$ cat src/hw/rcs_consts.vh
// Purpose: constants for the reset cause and release sequencer
// Assumes: APB byte addresses, 32-bit words, 10 MHz pclk
// Notes: times in their own units, cycle counts derived from them
`ifndef RCS_CONSTS_VH
`define RCS_CONSTS_VH

`define RCS_CLK_MHZ 10
// Register byte addresses
`define RCS_ADDR_STATUS 12'h000
`define RCS_ADDR_CLKSEL 12'h004
`define RCS_ADDR_SEQ 12'h008
// Status field positions
`define RCS_B_TRAP 15
`define RCS_B_ILL 14
`define RCS_B_CFGM 9
`define RCS_B_PROGMEM_SLEEP_POWER 8
`define RCS_B_PIN 7
`define RCS_B_SWR 6
`define RCS_B_SWDT 5
`define RCS_B_WATCHDOG_TIMEOUT_FLAG 4
`define RCS_B_SLEEP 3
`define RCS_B_IDLE 2
`define RCS_B_BOR 1
`define RCS_B_POR 0
`define RCS_STATUS_MASK 16'hC3FF
`define RCS_STATUS_POR 16'h0003
// Oscillator source codes
`define RCS_OSC_FRC 3'h0
`define RCS_OSC_FRCPLL 3'h1
`define RCS_OSC_XT 3'h2
`define RCS_OSC_XTPLL 3'h3
`define RCS_OSC_SOSC 3'h4
`define RCS_OSC_LOW_POWER_RC_OSCILLATOR 3'h5
`define RCS_OSC_FRCDIV 3'h7
`define RCS_OSC_EC 3'h6
// Timing: figures in microseconds, start-up count in oscillator periods, then cycles
`define RCS_TPOR_US 10
`define RCS_TPWRT_US 64000
`define RCS_TRST_US 10
`define RCS_TFSCM_US 100
`define RCS_TRC_US 10
`define RCS_TLOCK_US 200
`define RCS_OST_PERIODS 1024
`define RCS_CYC(us) ((us) * `RCS_CLK_MHZ)

`endif

$ cat src/hw/rcs_reset_sequencer.v
// Purpose: merge reset sources, record cause, time master reset and clock release
// Assumes: sources synchronous to pclk; presetn is the power-on reset
// Notes: registers over APB; one clock enable freezes all state
`include "rcs_consts.vh"
`timescale 1ns/1ps
`default_nettype none
module rcs_reset_sequencer #(
	parameter TPOR_CYC = `RCS_CYC(`RCS_TPOR_US),
	parameter TPWRT_CYC = `RCS_CYC(`RCS_TPWRT_US),
	parameter TRST_CYC = `RCS_CYC(`RCS_TRST_US),
	parameter TFSCM_CYC = `RCS_CYC(`RCS_TFSCM_US),
	parameter TRC_CYC = `RCS_CYC(`RCS_TRC_US),
	parameter TLOCK_CYC = `RCS_CYC(`RCS_TLOCK_US),
	parameter OST_PERIODS = `RCS_OST_PERIODS
) (
	// APB
	input wire pclk,
	input wire presetn,
	input wire pclken,
	input wire psel,
	input wire penable,
	input wire pwrite,
	input wire [11:0] paddr,
	input wire [31:0] pwdata,
	output reg [31:0] prdata,
	output reg pready,
	output reg pslverr,
	// Reset sources and power-save events, one-cycle or level
	input wire brownout_reset,
	input wire master_clear_pin,
	input wire reset_instr,
	input wire watchdog_timeout,
	input wire config_mismatch,
	input wire trap_conflict,
	input wire illegal_access,
	input wire pwrsave_sleep,
	input wire pwrsave_idle,
	// Configuration and oscillator
	input wire clock_switch_en,
	input wire two_speed_en,
	input wire watchdog_config_enable,
	input wire regulator_enable_pin,
	input wire [2:0] new_osc_config,
	input wire [2:0] current_osc_select,
	input wire osc_tick,
	input wire pll_locked,
	// Outputs
	output reg master_reset,
	output reg sys_clock_release,
	output reg [2:0] clock_source,
	output reg clock_fail_monitor_en,
	output reg watchdog_enable,
	output reg progmem_sleep_power,
	output reg regulator_standby
);
	localparam ST_HOLD = 4'h1;
	localparam ST_WAIT = 4'h2;
	localparam ST_RUN = 4'h4;
	localparam ST_MON = 4'h8;
	localparam [1:0] K_POR = 2'h0;
	localparam [1:0] K_BOR = 2'h1;
	localparam [1:0] K_OTHER = 2'h2;
	localparam [1:0] R_STATUS = 2'h0;
	localparam [1:0] R_CLKSEL = 2'h1;
	localparam [1:0] R_SEQ = 2'h2;
	localparam [1:0] R_NONE = 2'h3;

	// Delay sums kept 32 bits wide, cut to the counter widths on use
	localparam [31:0] DLY_POR = TPOR_CYC + TPWRT_CYC + TRST_CYC;
	localparam [31:0] DLY_BOR = TPWRT_CYC + TRST_CYC;
	localparam [31:0] DLY_OTHER = TRST_CYC;
	localparam [31:0] DLY_RC = TRC_CYC;
	localparam [31:0] DLY_RCPLL = TRC_CYC + TLOCK_CYC;
	localparam [31:0] DLY_OST = OST_PERIODS;
	localparam [31:0] DLY_CLOCK_FAIL_MONITOR = TFSCM_CYC;

	reg [15:0] status_q, status_d;
	reg [3:0] state_q;
	reg [1:0] kind_q;
	reg [23:0] rst_cnt_q;
	reg [23:0] clk_cnt_q;
	reg [10:0] ost_cnt_q;
	reg [15:0] clock_fail_monitor_cnt_q;
	reg clk_ready_q;
	reg [2:0] osc_sel_q;

	wire wr = psel & penable & pwrite & pclken;
	wire any_src = brownout_reset | master_clear_pin | reset_instr | watchdog_timeout
		| config_mismatch | trap_conflict | illegal_access;
	wire [15:0] wmask = `RCS_STATUS_MASK;

	function is_xtal;
		input [2:0] s;
		begin
			is_xtal = (s == `RCS_OSC_XT) | (s == `RCS_OSC_XTPLL) | (s == `RCS_OSC_SOSC);
		end
	endfunction
	function is_pll;
		input [2:0] s;
		begin
			is_pll = (s == `RCS_OSC_XTPLL) | (s == `RCS_OSC_FRCPLL);
		end
	endfunction

	// Register decode shared by the write and read paths
	function [1:0] reg_sel;
		input [11:0] a;
		begin
			case (a)
				`RCS_ADDR_STATUS: reg_sel = R_STATUS;
				`RCS_ADDR_CLKSEL: reg_sel = R_CLKSEL;
				`RCS_ADDR_SEQ: reg_sel = R_SEQ;
				default: reg_sel = R_NONE;
			endcase
		end
	endfunction

	// Reset delay per kind
	function [23:0] rst_delay;
		input [1:0] k;
		begin
			case (k)
				K_POR: rst_delay = DLY_POR[23:0];
				K_BOR: rst_delay = DLY_BOR[23:0];
				default: rst_delay = DLY_OTHER[23:0];
			endcase
		end
	endfunction

	// Clock delay per source; oscillator count handled separately
	function [23:0] clk_delay;
		input [2:0] s;
		begin
			case (s)
				`RCS_OSC_EC: clk_delay = 24'h000000;
				`RCS_OSC_FRCPLL: clk_delay = DLY_RCPLL[23:0];
				`RCS_OSC_XT, `RCS_OSC_XTPLL, `RCS_OSC_SOSC: clk_delay = 24'h000000;
				default: clk_delay = DLY_RC[23:0];
			endcase
		end
	endfunction

	// Effective source: switching and two-speed start-up
	wire [2:0] base_sel = (clock_switch_en && kind_q == K_OTHER) ? current_osc_select
		: new_osc_config;
	wire [2:0] eff_sel = two_speed_en ? `RCS_OSC_FRC : base_sel;

	// Status register next value; events win over software clears
	always @* begin
		status_d = status_q;
		if (wr && reg_sel(paddr) == R_STATUS)
			status_d = pwdata[15:0] & wmask;
		if (pwrsave_sleep | pwrsave_idle)
			status_d[`RCS_B_WATCHDOG_TIMEOUT_FLAG] = 1'b0;
		if (trap_conflict) status_d[`RCS_B_TRAP] = 1'b1;
		if (config_mismatch) status_d[`RCS_B_CFGM] = 1'b1;
		if (illegal_access) status_d[`RCS_B_ILL] = 1'b1;
		if (master_clear_pin) status_d[`RCS_B_PIN] = 1'b1;
		if (reset_instr) status_d[`RCS_B_SWR] = 1'b1;
		if (watchdog_timeout) status_d[`RCS_B_WATCHDOG_TIMEOUT_FLAG] = 1'b1;
		if (pwrsave_sleep) status_d[`RCS_B_SLEEP] = 1'b1;
		if (pwrsave_idle) status_d[`RCS_B_IDLE] = 1'b1;
		if (brownout_reset) status_d[`RCS_B_BOR] = 1'b1;
	end

	// Status flags; power-on reset is presetn and acts without the clock
	always @(posedge pclk or negedge presetn) begin
		if (!presetn) begin
			status_q <= `RCS_STATUS_POR;
		end else if (pclken) begin
			status_q <= status_d;
		end
	end

	// Register bus: read data is taken at the setup edge, so no wait states
	always @(posedge pclk or negedge presetn) begin
		if (!presetn) begin
			prdata <= 32'h00000000;
			pready <= 1'b0;
			pslverr <= 1'b0;
		end else if (pclken) begin
			pready <= psel & ~penable;
			pslverr <= 1'b0;
			if (psel && !penable) begin
				case (reg_sel(paddr))
					R_STATUS: prdata <= {16'h0000, status_q};
					R_CLKSEL: prdata <= {28'h0000000, clk_ready_q, osc_sel_q};
					R_SEQ: prdata <= {28'h0000000, state_q};
					default: begin
						prdata <= 32'h00000000;
						pslverr <= 1'b1;
					end
				endcase
			end
		end
	end

	// Power and watchdog controls follow the flags of the same edge
	always @(posedge pclk or negedge presetn) begin
		if (!presetn) begin
			watchdog_enable <= 1'b1;
			progmem_sleep_power <= 1'b0;
			regulator_standby <= 1'b1;
		end else if (pclken) begin
			watchdog_enable <= watchdog_config_enable | status_d[`RCS_B_SWDT];
			progmem_sleep_power <= status_d[`RCS_B_PROGMEM_SLEEP_POWER];
			regulator_standby <= ~status_d[`RCS_B_PROGMEM_SLEEP_POWER];
		end
	end

	// Clock waits; only power-on and brown-out restart the oscillator
	always @(posedge pclk or negedge presetn) begin
		if (!presetn) begin
			clk_cnt_q <= 24'h000000;
			ost_cnt_q <= 11'h000;
			clk_ready_q <= 1'b0;
		end else if (pclken && !any_src) begin
			case (state_q)
				ST_HOLD: begin
					clk_cnt_q <= (kind_q == K_OTHER) ? 24'h000000 : clk_delay(eff_sel);
					ost_cnt_q <= (kind_q != K_OTHER && is_xtal(eff_sel))
						? DLY_OST[10:0] : 11'h000;
					clk_ready_q <= 1'b0;
				end
				ST_WAIT: begin
					// Clock waits run alongside the reset delay
					if (clk_cnt_q != 24'h000000)
						clk_cnt_q <= clk_cnt_q - 24'h000001;
					if (ost_cnt_q != 11'h000 && osc_tick)
						ost_cnt_q <= ost_cnt_q - 11'h001;
					if (clk_cnt_q == 24'h000000 && ost_cnt_q == 11'h000
						&& (!is_pll(osc_sel_q) || kind_q == K_OTHER || pll_locked))
						clk_ready_q <= 1'b1;
				end
				default: clk_ready_q <= clk_ready_q;
			endcase
		end
	end

	// Monitor delay counts from the release of the system clock
	always @(posedge pclk or negedge presetn) begin
		if (!presetn) begin
			clock_fail_monitor_cnt_q <= 16'h0000;
		end else if (pclken && !any_src) begin
			case (state_q)
				ST_HOLD: clock_fail_monitor_cnt_q <= is_xtal(eff_sel) | is_pll(eff_sel)
					? DLY_CLOCK_FAIL_MONITOR[15:0] : 16'h0000;
				ST_RUN: begin
					if (clock_fail_monitor_cnt_q != 16'h0000)
						clock_fail_monitor_cnt_q <= clock_fail_monitor_cnt_q - 16'h0001;
				end
				default: clock_fail_monitor_cnt_q <= clock_fail_monitor_cnt_q;
			endcase
		end
	end

	// Sequence: a source restarts it at once, whatever state it was in
	always @(posedge pclk or negedge presetn) begin
		if (!presetn) begin
			state_q <= ST_HOLD;
			kind_q <= K_POR;
			rst_cnt_q <= 24'h000000;
			osc_sel_q <= 3'h0;
			master_reset <= 1'b1;
			sys_clock_release <= 1'b0;
			clock_source <= 3'h0;
			clock_fail_monitor_en <= 1'b0;
		end else if (pclken) begin
			if (any_src) begin
				state_q <= ST_HOLD;
				kind_q <= brownout_reset ? K_BOR : K_OTHER;
				master_reset <= 1'b1;
				sys_clock_release <= 1'b0;
				clock_fail_monitor_en <= 1'b0;
				rst_cnt_q <= 24'h000000;
			end else begin
				case (state_q)
					ST_HOLD: begin
						osc_sel_q <= eff_sel;
						clock_source <= eff_sel;
						rst_cnt_q <= rst_delay(kind_q);
						state_q <= ST_WAIT;
					end
					ST_WAIT: begin
						if (rst_cnt_q != 24'h000000)
							rst_cnt_q <= rst_cnt_q - 24'h000001;
						else
							master_reset <= 1'b0;
						// Registered ready keeps release a cycle behind both waits
						if (!master_reset && clk_ready_q) begin
							sys_clock_release <= 1'b1;
							state_q <= ST_RUN;
						end
					end
					ST_RUN: begin
						if (clock_fail_monitor_cnt_q == 16'h0000) begin
							clock_fail_monitor_en <= 1'b1;
							state_q <= ST_MON;
						end
					end
					ST_MON: state_q <= ST_MON;
					default: state_q <= ST_HOLD;
				endcase
			end
		end
	end
endmodule
`default_nettype wire

$ cat config.mk
export PLATFORM = sky130hd
export DESIGN_NAME = rcs_reset_sequencer
export DESIGN_NICKNAME = d
export VERILOG_FILES = /design/src/hw/rcs_reset_sequencer.v
export VERILOG_INCLUDE_DIRS = /design/src /design/src/hw
export SDC_FILE = /design/constraint.sdc
export NUM_CORES = 1
export LEC_CHECK = 0
export BUFFER_PORTS_ARGS = -buffer_cell sky130_fd_sc_hd__buf_4
export CAP_MARGIN = 20
export CORE_ASPECT_RATIO = 0.8
export CORE_MARGIN = 3
export CORE_UTILIZATION = 35
export CTS_CLUSTER_DIAMETER = 150
export CTS_CLUSTER_SIZE = 24
export DETAILED_ROUTE_END_ITERATION = 7
export GPL_TIMING_DRIVEN = 0
export PLACE_DENSITY = 0.53
export SETUP_SLACK_MARGIN = 0.02
export SLEW_MARGIN = 20
export SYNTH_ARGS = -nofsm -noshare
export SYNTH_HDL_FRONTEND = slang
export SYNTH_SLANG_ARGS = --single-unit
$ cat constraint.sdc
create_clock -name pclk -period 3.9 [get_ports pclk]
set_clock_uncertainty 0.15 [all_clocks]
set_input_delay 0.78 -clock pclk [delete_from_list [all_inputs] [get_ports pclk]]
set_output_delay 0.78 -clock pclk [all_outputs]
set_load 0.01 [all_outputs]
==> results of run 1 <==
==> worst max path at each step <==
| stage | slack [ps] | from | to | depth (start not counted) |
|---|---|---|---|---|
| 2_1_floorplan | 860 | watchdog_timeout | clk_cnt_q[12]$_DFFE_PN0P_ | 6 |
| 3_3_place_gp | 100 | watchdog_timeout | rst_cnt_q[14]$_DFFE_PN0P_ | 6 |
| 3_5_place_dp | 50 | watchdog_timeout | rst_cnt_q[19]$_DFFE_PN0P_ | 6 |
| 4_1_cts | 490 | watchdog_timeout | rst_cnt_q[14]$_DFFE_PN0P_ | 6 |
| 5_1_grt | 240 | state_q[0]$_DFFE_PN1P_ | clock_fail_monitor_cnt_q[7]$_DFFE_PN0P_ | 6 |
| 6_report | 480 | watchdog_timeout | rst_cnt_q[15]$_DFFE_PN0P_ | 6 |
==> placed cells by master, fill, tap and decap left out, types with 12 or more instances in the layout <==
cell type  synthesis  final
clkbuf_1          31     32
clkbuf_16          0     17
buf_4             21     88
dfrtp_1          110    110
mux2i_1           12     12
a21oi_1           42     42
nand3_1           17     17
o21ai_0           44     44
o31ai_1           23     23
or4_1             30     30
nor2_1            42     42
inv_1             22     22
or3_1             35     35
conb_1             1     20
nor3_1            21     21
a22o_1            25     25
o22ai_1           12     12
nor4_1            20     20
nand2_1           55     55
==> routing by layer <==
layer  up-vias  GRT usage, %  wire length (um)
met5         -             0                 0
met4         0         4.965               200
met3        17         4.696              1255
met2       202         29.99              8889
met1      3143         27.95              9824
li1       3013             -                 -
==> state kept, by name, indices dropped and copies added (netlist names) <==
signal / flops
rst_cnt_q: 24
state_q: 4
clk_ready_q: 1
watchdog_enable: 1
clock_fail_monitor_cnt_q: 16
regulator_standby: 1
status_q: 12
ost_cnt_q: 11
clock_source: 3
kind_q: 2
master_reset: 1
pslverr: 1
clk_cnt_q: 24
prdata: 12
sys_clock_release: 1
pready: 1
clock_fail_monitor_en: 1
==> power groups by stage <==
stage	Combinational, mW	Sequential [mW]	Clock, mW
after global placement	0.421	1.31	0
final	0.437	1.29	1.61
after CTS	0.433	1.29	1.65
after floorplan	0.279	1.30	0
after detailed placement	0.432	1.31	0
after global routing	0.485	1.30	1.70
==> worst max-delay path: stages <==
cell	delay, ps
buf_4	130
nor4_1	780
nand2_1	430
o21ai_1	620
nand2_1	450
a32o_1	370
==> layout make-up <==
type | count | area [sq um] | share of cell area [%]
Buffer | 58 | 304.0 | 3.655
Clock buffer | 21 | 470.5 | 5.655
Clock inverter | 10 | 130.1 | 1.564
Inverter | 22 | 82.58 | 0.9926
Multi-Input combinational cell | 559 | 3563 | 42.83
Sequential cell | 116 | 2910 | 34.98
Tap cell | 253 | 316.6 | 3.805
Timing Repair Buffer | 69 | 541.8 | 6.512
==> cell families (layout without fill, tap and decap cells) <==
kind of cell / after synthesis / count (layout) / share of synthesized area [%]
AO/OA/AOI/OAI: 230 / 230 / 23.55
XOR/XNOR: 4 / 4 / 0.5161
adder cells (fa/ha/maj): 8 / 8 / 1.474
buffers and inverters: 80 / 180 / 5.695
flip-flops: 116 / 116 / 42.87
multiplexers: 14 / 14 / 2.101
other: 1 / 20 / 0.05524
AND/OR/NAND/NOR: 283 / 283 / 23.74
==> reports/qor.txt, run 1 <==
Post-Layout Inst Area -> 8319 sq um
DIE WIDTH -> 161.7 um
initial detailed-routing violation count -> 527
overall routed net length -> 20170 um
fillers -> 1830
worst r2r src -> state_q[0]$_DFFE_PN1P_
Hold Slack -> 190.8 ps
# IOs -> 114
Yosys top cell by area -> dfrtp_1
worst slack at placement -> 48.49 ps
Seq/Total Area, Yosys -> 42.87%
Startpoint Class -> primary input
Hold Crit Class -> in2async
endpoints failing setup -> 0
CP endpoint kind -> flop
Hold-fix buffers, CTS -> 0
Worst-Skew Late Latency -> 420 ps
Yosys reg bits -> 116
Worst slew margin -> 26.72%
WP data required -> 4050 ps
H-tree levels -> 4
HPWL after detailed placement -> 14580 um
Fmax -> 292.5 MHz
clk slew on worst S/H paths -> 60 ps
Pwr Total -> 3.338 mW
Layout Utilization -> 44.71%
fin crit period -> 3419 ps
drt pass-1 iters -> 5
Worst Reg2Reg Path Length in Cells -> 6
count of cell types in the netlist -> 68
leakage power -> 3.720 nW
area share of the largest cell type after synthesis -> 40.55%
synth cell count leaders -> dfrtp_1, nand2_1, o21ai_0
clock tree from TritonCTS -> done
Crit Path Max Fanout -> 10
mean post-synth cell area -> 9.224 sq um
Final ANT Viol Nets -> 0
Core ar. -> 18610 sq um
gr ovfl total -> 0
Syn. warnings -> 0
largest net degree at the start of global routing -> 60
CTS Buf Count -> 17
P per Cell Area -> 401.2 nW/um^2
FFs w/ async S/R, synth -> 100.0%
CTS resizes -> 0
max_cap viols -> 0
Clock Power Share -> 48.2%
CP arrival -> 3570 ps
Peak VDD IR -> 0.2842 mV
number of diodes -> 0
Final Hold Viols -> 0
Worst-Margin Slew -> 1096 ps
final worst slack -> 480.7 ps
Finished Layout Cells -> 1108
EDFF count, synth -> 0
synth top area cells -> dfrtp_1, or4_1, o21ai_0
P_sw -> 0.8676 mW
Port Buffers -> 68
Vias -> 6375
Worst R2R End -> clock_fail_monitor_cnt_q[7]$_DFFE_PN0P_
RSZ-0062 raised after global routing -> false
switch share -> 25.99%
DR WL/cell -> 18.20 um
R2R setup slack -> 530 ps
Final Wtd Congestion -> 0.8614
top-count cell post-synth -> dfrtp_1
share of layout cells above drive strength 1 -> 18.71%
internal power -> 2.470 mW
CTS sink cnt -> 116
Crit Path Class -> in2reg
Tcrit/Tclk final -> 87.67%
clock root buffer -> clkbuf_16
Starting Density -> 36.48%
DP Area -> 7719 sq um
first-pass GRT wire length -> 32850 um
die area -> 21110 sq um
Synth Flop Type -> dfrtp_1
number of global-route vias before repair -> 6096
maximum buffer depth of the clock tree -> 2
area delta synth->final -> 22.54%
initial antenna violation count -> 0
Post-Syn Area -> 6789 sq um
vias per cell -> 5.754
drt drc -> 0
layout net count -> 922
Slew Limit Fails -> 0
Mapped Cells -> 736
outcome -> complete, no violations
setup TNS -> 0 ps
Gate power share -> 13.1%
dpl cells -> 1077
cell row count -> 44
Chip Height -> 130.6 um
Flop pwr share -> 38.7%
total global routing track utilization -> 19.52%
buffer count from post-CTS setup fixing -> 0
Power figures use the tool's default switching activity.
==> inputs of run 2 (changes only) <==
--- a/config.mk
+++ b/config.mk
@@ -8,14 +8,17 @@
 export LEC_CHECK = 0
 export BUFFER_PORTS_ARGS = -buffer_cell sky130_fd_sc_hd__buf_4
 export CAP_MARGIN = 20
+export CELL_PAD_IN_SITES_DETAIL_PLACEMENT = 0
+export CELL_PAD_IN_SITES_GLOBAL_PLACEMENT = 1
 export CORE_ASPECT_RATIO = 0.8
 export CORE_MARGIN = 3
 export CORE_UTILIZATION = 35
+export CTS_BUF_LIST = sky130_fd_sc_hd__clkbuf_4
 export CTS_CLUSTER_DIAMETER = 150
 export CTS_CLUSTER_SIZE = 24
 export DETAILED_ROUTE_END_ITERATION = 7
 export GPL_TIMING_DRIVEN = 0
-export PLACE_DENSITY = 0.53
+export PLACE_DENSITY = 0.66
 export SETUP_SLACK_MARGIN = 0.02
 export SLEW_MARGIN = 20
 export SYNTH_ARGS = -nofsm -noshare
==> run 2 against run 1 <==
  * Critical path type unchanged
  * Sequential power about the same
  * Flip-flop and latch count unchanged
  * Maximum frequency rose by 5.8%
  * Critical path depth up 1
  * Non-clock buffer count increased by 1
  * Total power shrank 21%
  * First-iteration DRC count fell by 11%
  * Combinational power is essentially flat
==> reports/qor.txt, run 2 (synthesis results as in run 1) <==
outcome -> complete, no violations (unchanged)
fillers -> 1844 (was 1830)
Pwr Total -> 2.638 mW (was 3.338 mW)
maximum buffer depth of the clock tree -> 2 (unchanged)
commonest cells after routing, fill and taps aside -> dfrtp_1, buf_4, nand2_1 (unchanged)
fin crit period -> 3232 ps (was 3419 ps)
die area -> 21110 sq um (unchanged)
Chip Height -> 130.6 um (unchanged)
overall routed net length -> 20610 um (was 20170 um)
Worst-Skew Late Latency -> 560 ps (was 420 ps)
Crit Path Max Fanout -> 10 (unchanged)
Final Wtd Congestion -> 0.8645 (was 0.8614)
H-tree levels -> 4 (unchanged)
Finished Layout Cells -> 1110 (was 1108)
slowest CP cell -> nor4_1 (unchanged)
worst r2r src -> state_q[0]$_DFFE_PN1P_ (unchanged)
final worst slack -> 668.1 ps (was 480.7 ps)
Final Hold Viols -> 0 (unchanged)
layout net count -> 923 (was 922)
hold path endpoint -> status_q[0]$_DFFE_PN1P_
Largest delay share family, worst path -> simple AND/OR/NAND/NOR gates (unchanged)
CP arrival -> 3510 ps (was 3570 ps)
P per Cell Area -> 328.8 nW/um^2 (was 401.2 nW/um^2)
cell row count -> 44 (unchanged)
total global routing track utilization -> 19.86% (was 19.52%)
Worst slew margin -> 31.74% (was 26.72%)
drt pass-1 iters -> 5 (unchanged)
max_cap viols -> 0 (unchanged)
initial antenna violation count -> 0 (unchanged)
Tcrit/Tclk final -> 82.87% (was 87.67%)
clock root buffer -> clkbuf_4 (was clkbuf_16)
Port Buffers -> 68 (unchanged)
DR WL/cell -> 18.57 um (was 18.20 um)
Slew Limit Fails -> 0 (unchanged)
Hold Crit Class -> in2reg (was in2async)
initial detailed-routing violation count -> 469 (was 527)
Critical path buffers and inverters -> 3 (was 1)
vias per cell -> 5.737 (was 5.754)
# IOs -> 114 (unchanged)
Post-Layout Inst Area -> 8023 sq um (was 8319 sq um)
number of diodes -> 0 (unchanged)
first-pass GRT wire length -> 33300 um (was 32850 um)
cells along the critical path -> buf_4 -> nor4_1 -> and4_1 -> clkbuf_1 -> clkbuf_1 -> nand2_1 -> o311ai_0 (was buf_4 -> nor4_1 -> nand2_1 -> o21ai_1 -> nand2_1 -> a32o_1)
clock tree from TritonCTS -> done (unchanged)
Critical Path Most Common Cell -> clkbuf_1 (was nand2_1)
clk slew on worst S/H paths -> 110 ps (was 60 ps)
RSZ-0062 raised after global routing -> false (unchanged)
hold path start -> pwdata[0]
Layout Utilization -> 43.11% (was 44.71%)
Peak VDD IR -> 0.1677 mV (was 0.2842 mV)
area of the multi-input gates -> 3572 sq um (was 3563 sq um)
commonest non-fill, non-tap cell in the layout -> dfrtp_1 (unchanged)
DIE WIDTH -> 161.7 um (unchanged)
Fmax -> 309.4 MHz (was 292.5 MHz)
Startpoint Class -> primary input (unchanged)
gr ovfl total -> 0 (unchanged)
Worst R2R End -> clock_fail_monitor_cnt_q[7]$_DFFE_PN0P_ (unchanged)
largest net degree at the start of global routing -> 69 (was 60)
DP Area -> 7719 sq um (unchanged)
endpoints failing setup -> 0 (unchanged)
Starting Density -> 36.48% (unchanged)
Core ar. -> 18610 sq um (unchanged)
Vias -> 6368 (was 6375)
worst slack at placement -> 157.7 ps (was 48.49 ps)
Hold Crit Depth -> 3
biggest regs -> clk_cnt_q (24), rst_cnt_q (24), clock_fail_monitor_cnt_q (16) (unchanged)
Final ANT Viol Nets -> 0 (unchanged)
CTS sink cnt -> 116 (unchanged)
setup TNS -> 0 ps (unchanged)
CTS Buf Count -> 17 (unchanged)
Hold Slack -> 265.3 ps (was 190.8 ps)
CP endpoint kind -> flop (unchanged)
Worst-Margin Slew -> 1016 ps (was 1096 ps)
area delta synth->final -> 18.17% (was 22.54%)
HPWL after detailed placement -> 14940 um (was 14580 um)
Crit path largest cell delay -> 810 ps (was 780 ps)
Crit Path Class -> in2reg (unchanged)
WP data required -> 4180 ps (was 4050 ps)
drt drc -> 0 (unchanged)
number of global-route vias before repair -> 6168 (was 6096)
share of layout cells above drive strength 1 -> 18.79% (was 18.71%)
Worst Reg2Reg Path Length in Cells -> 6 (unchanged)
R2R setup slack -> 680 ps (was 530 ps)
leakage power -> 3.577 nW (was 3.720 nW)
Sequential cell area -> 2910 sq um (unchanged)
dpl cells -> 1077 (unchanged)
==> run 2: worst reg2reg max path, delay by kind of cell, from the launching register on <==
family | cells | cell delay, ps
buffers and inverters | 2 | 990
AOI/OAI and AO/OA | 1 | 170
DFF | 1 | 550
and+or+nand+nor | 3 | 1230
==> run 2: where the power goes <==
group          total, mW  leakage, nW  internal, mW  switching, mW
registers           1.29         1.54          1.24         0.0438
clock network      0.912        0.134         0.381          0.531
logic              0.438         1.91         0.179          0.259
total               2.64         3.58          1.80          0.834
==> run 2: how the worst max path moves through the flow <==
stage               slack [ps]                                      end                    from  cells after the start
global route               470  clock_fail_monitor_cnt_q[7]$_DFFE_PN0P_  state_q[0]$_DFFE_PN1P_                      6
floorplan                  860                clk_cnt_q[12]$_DFFE_PN0P_        watchdog_timeout                      6
finish                     670  clock_fail_monitor_cnt_q[7]$_DFFE_PN0P_        watchdog_timeout                      7
detailed placement         160  clock_fail_monitor_cnt_q[5]$_DFFE_PN0P_        watchdog_timeout                      7
CTS                        380  clock_fail_monitor_cnt_q[7]$_DFFE_PN0P_  state_q[0]$_DFFE_PN1P_                      6
global placement           170  clock_fail_monitor_cnt_q[7]$_DFFE_PN0P_        watchdog_timeout                      7
==> run 2: per-layer routing <==
layer | GRT usage (%) | routed length (um) | vias up
met5 | 0 | 0 | -
met4 | 5.065 | 199 | 0
met3 | 4.318 | 1339 | 19
met2 | 30.80 | 9140 | 204
met1 | 28.47 | 9930 | 3125
li1 | - | - | 3020
==> run 2: layout make-up <==
type / instances / area share (%)
timing repair buffer: 70 / 6.878
tap: 253 / 3.946
clock inverter: 15 / 1.965
multi-input combinational: 559 / 44.53
buffer: 58 / 3.790
clock buffer: 17 / 1.591
inverter: 22 / 1.029
sequential: 116 / 36.28
==> run 2: what timing repair did <==
item	CTS	global route
hold buffers	1	0
gates resized for setup	0	0
buffers inserted	0	0
endpoints found under the hold margin	36	0
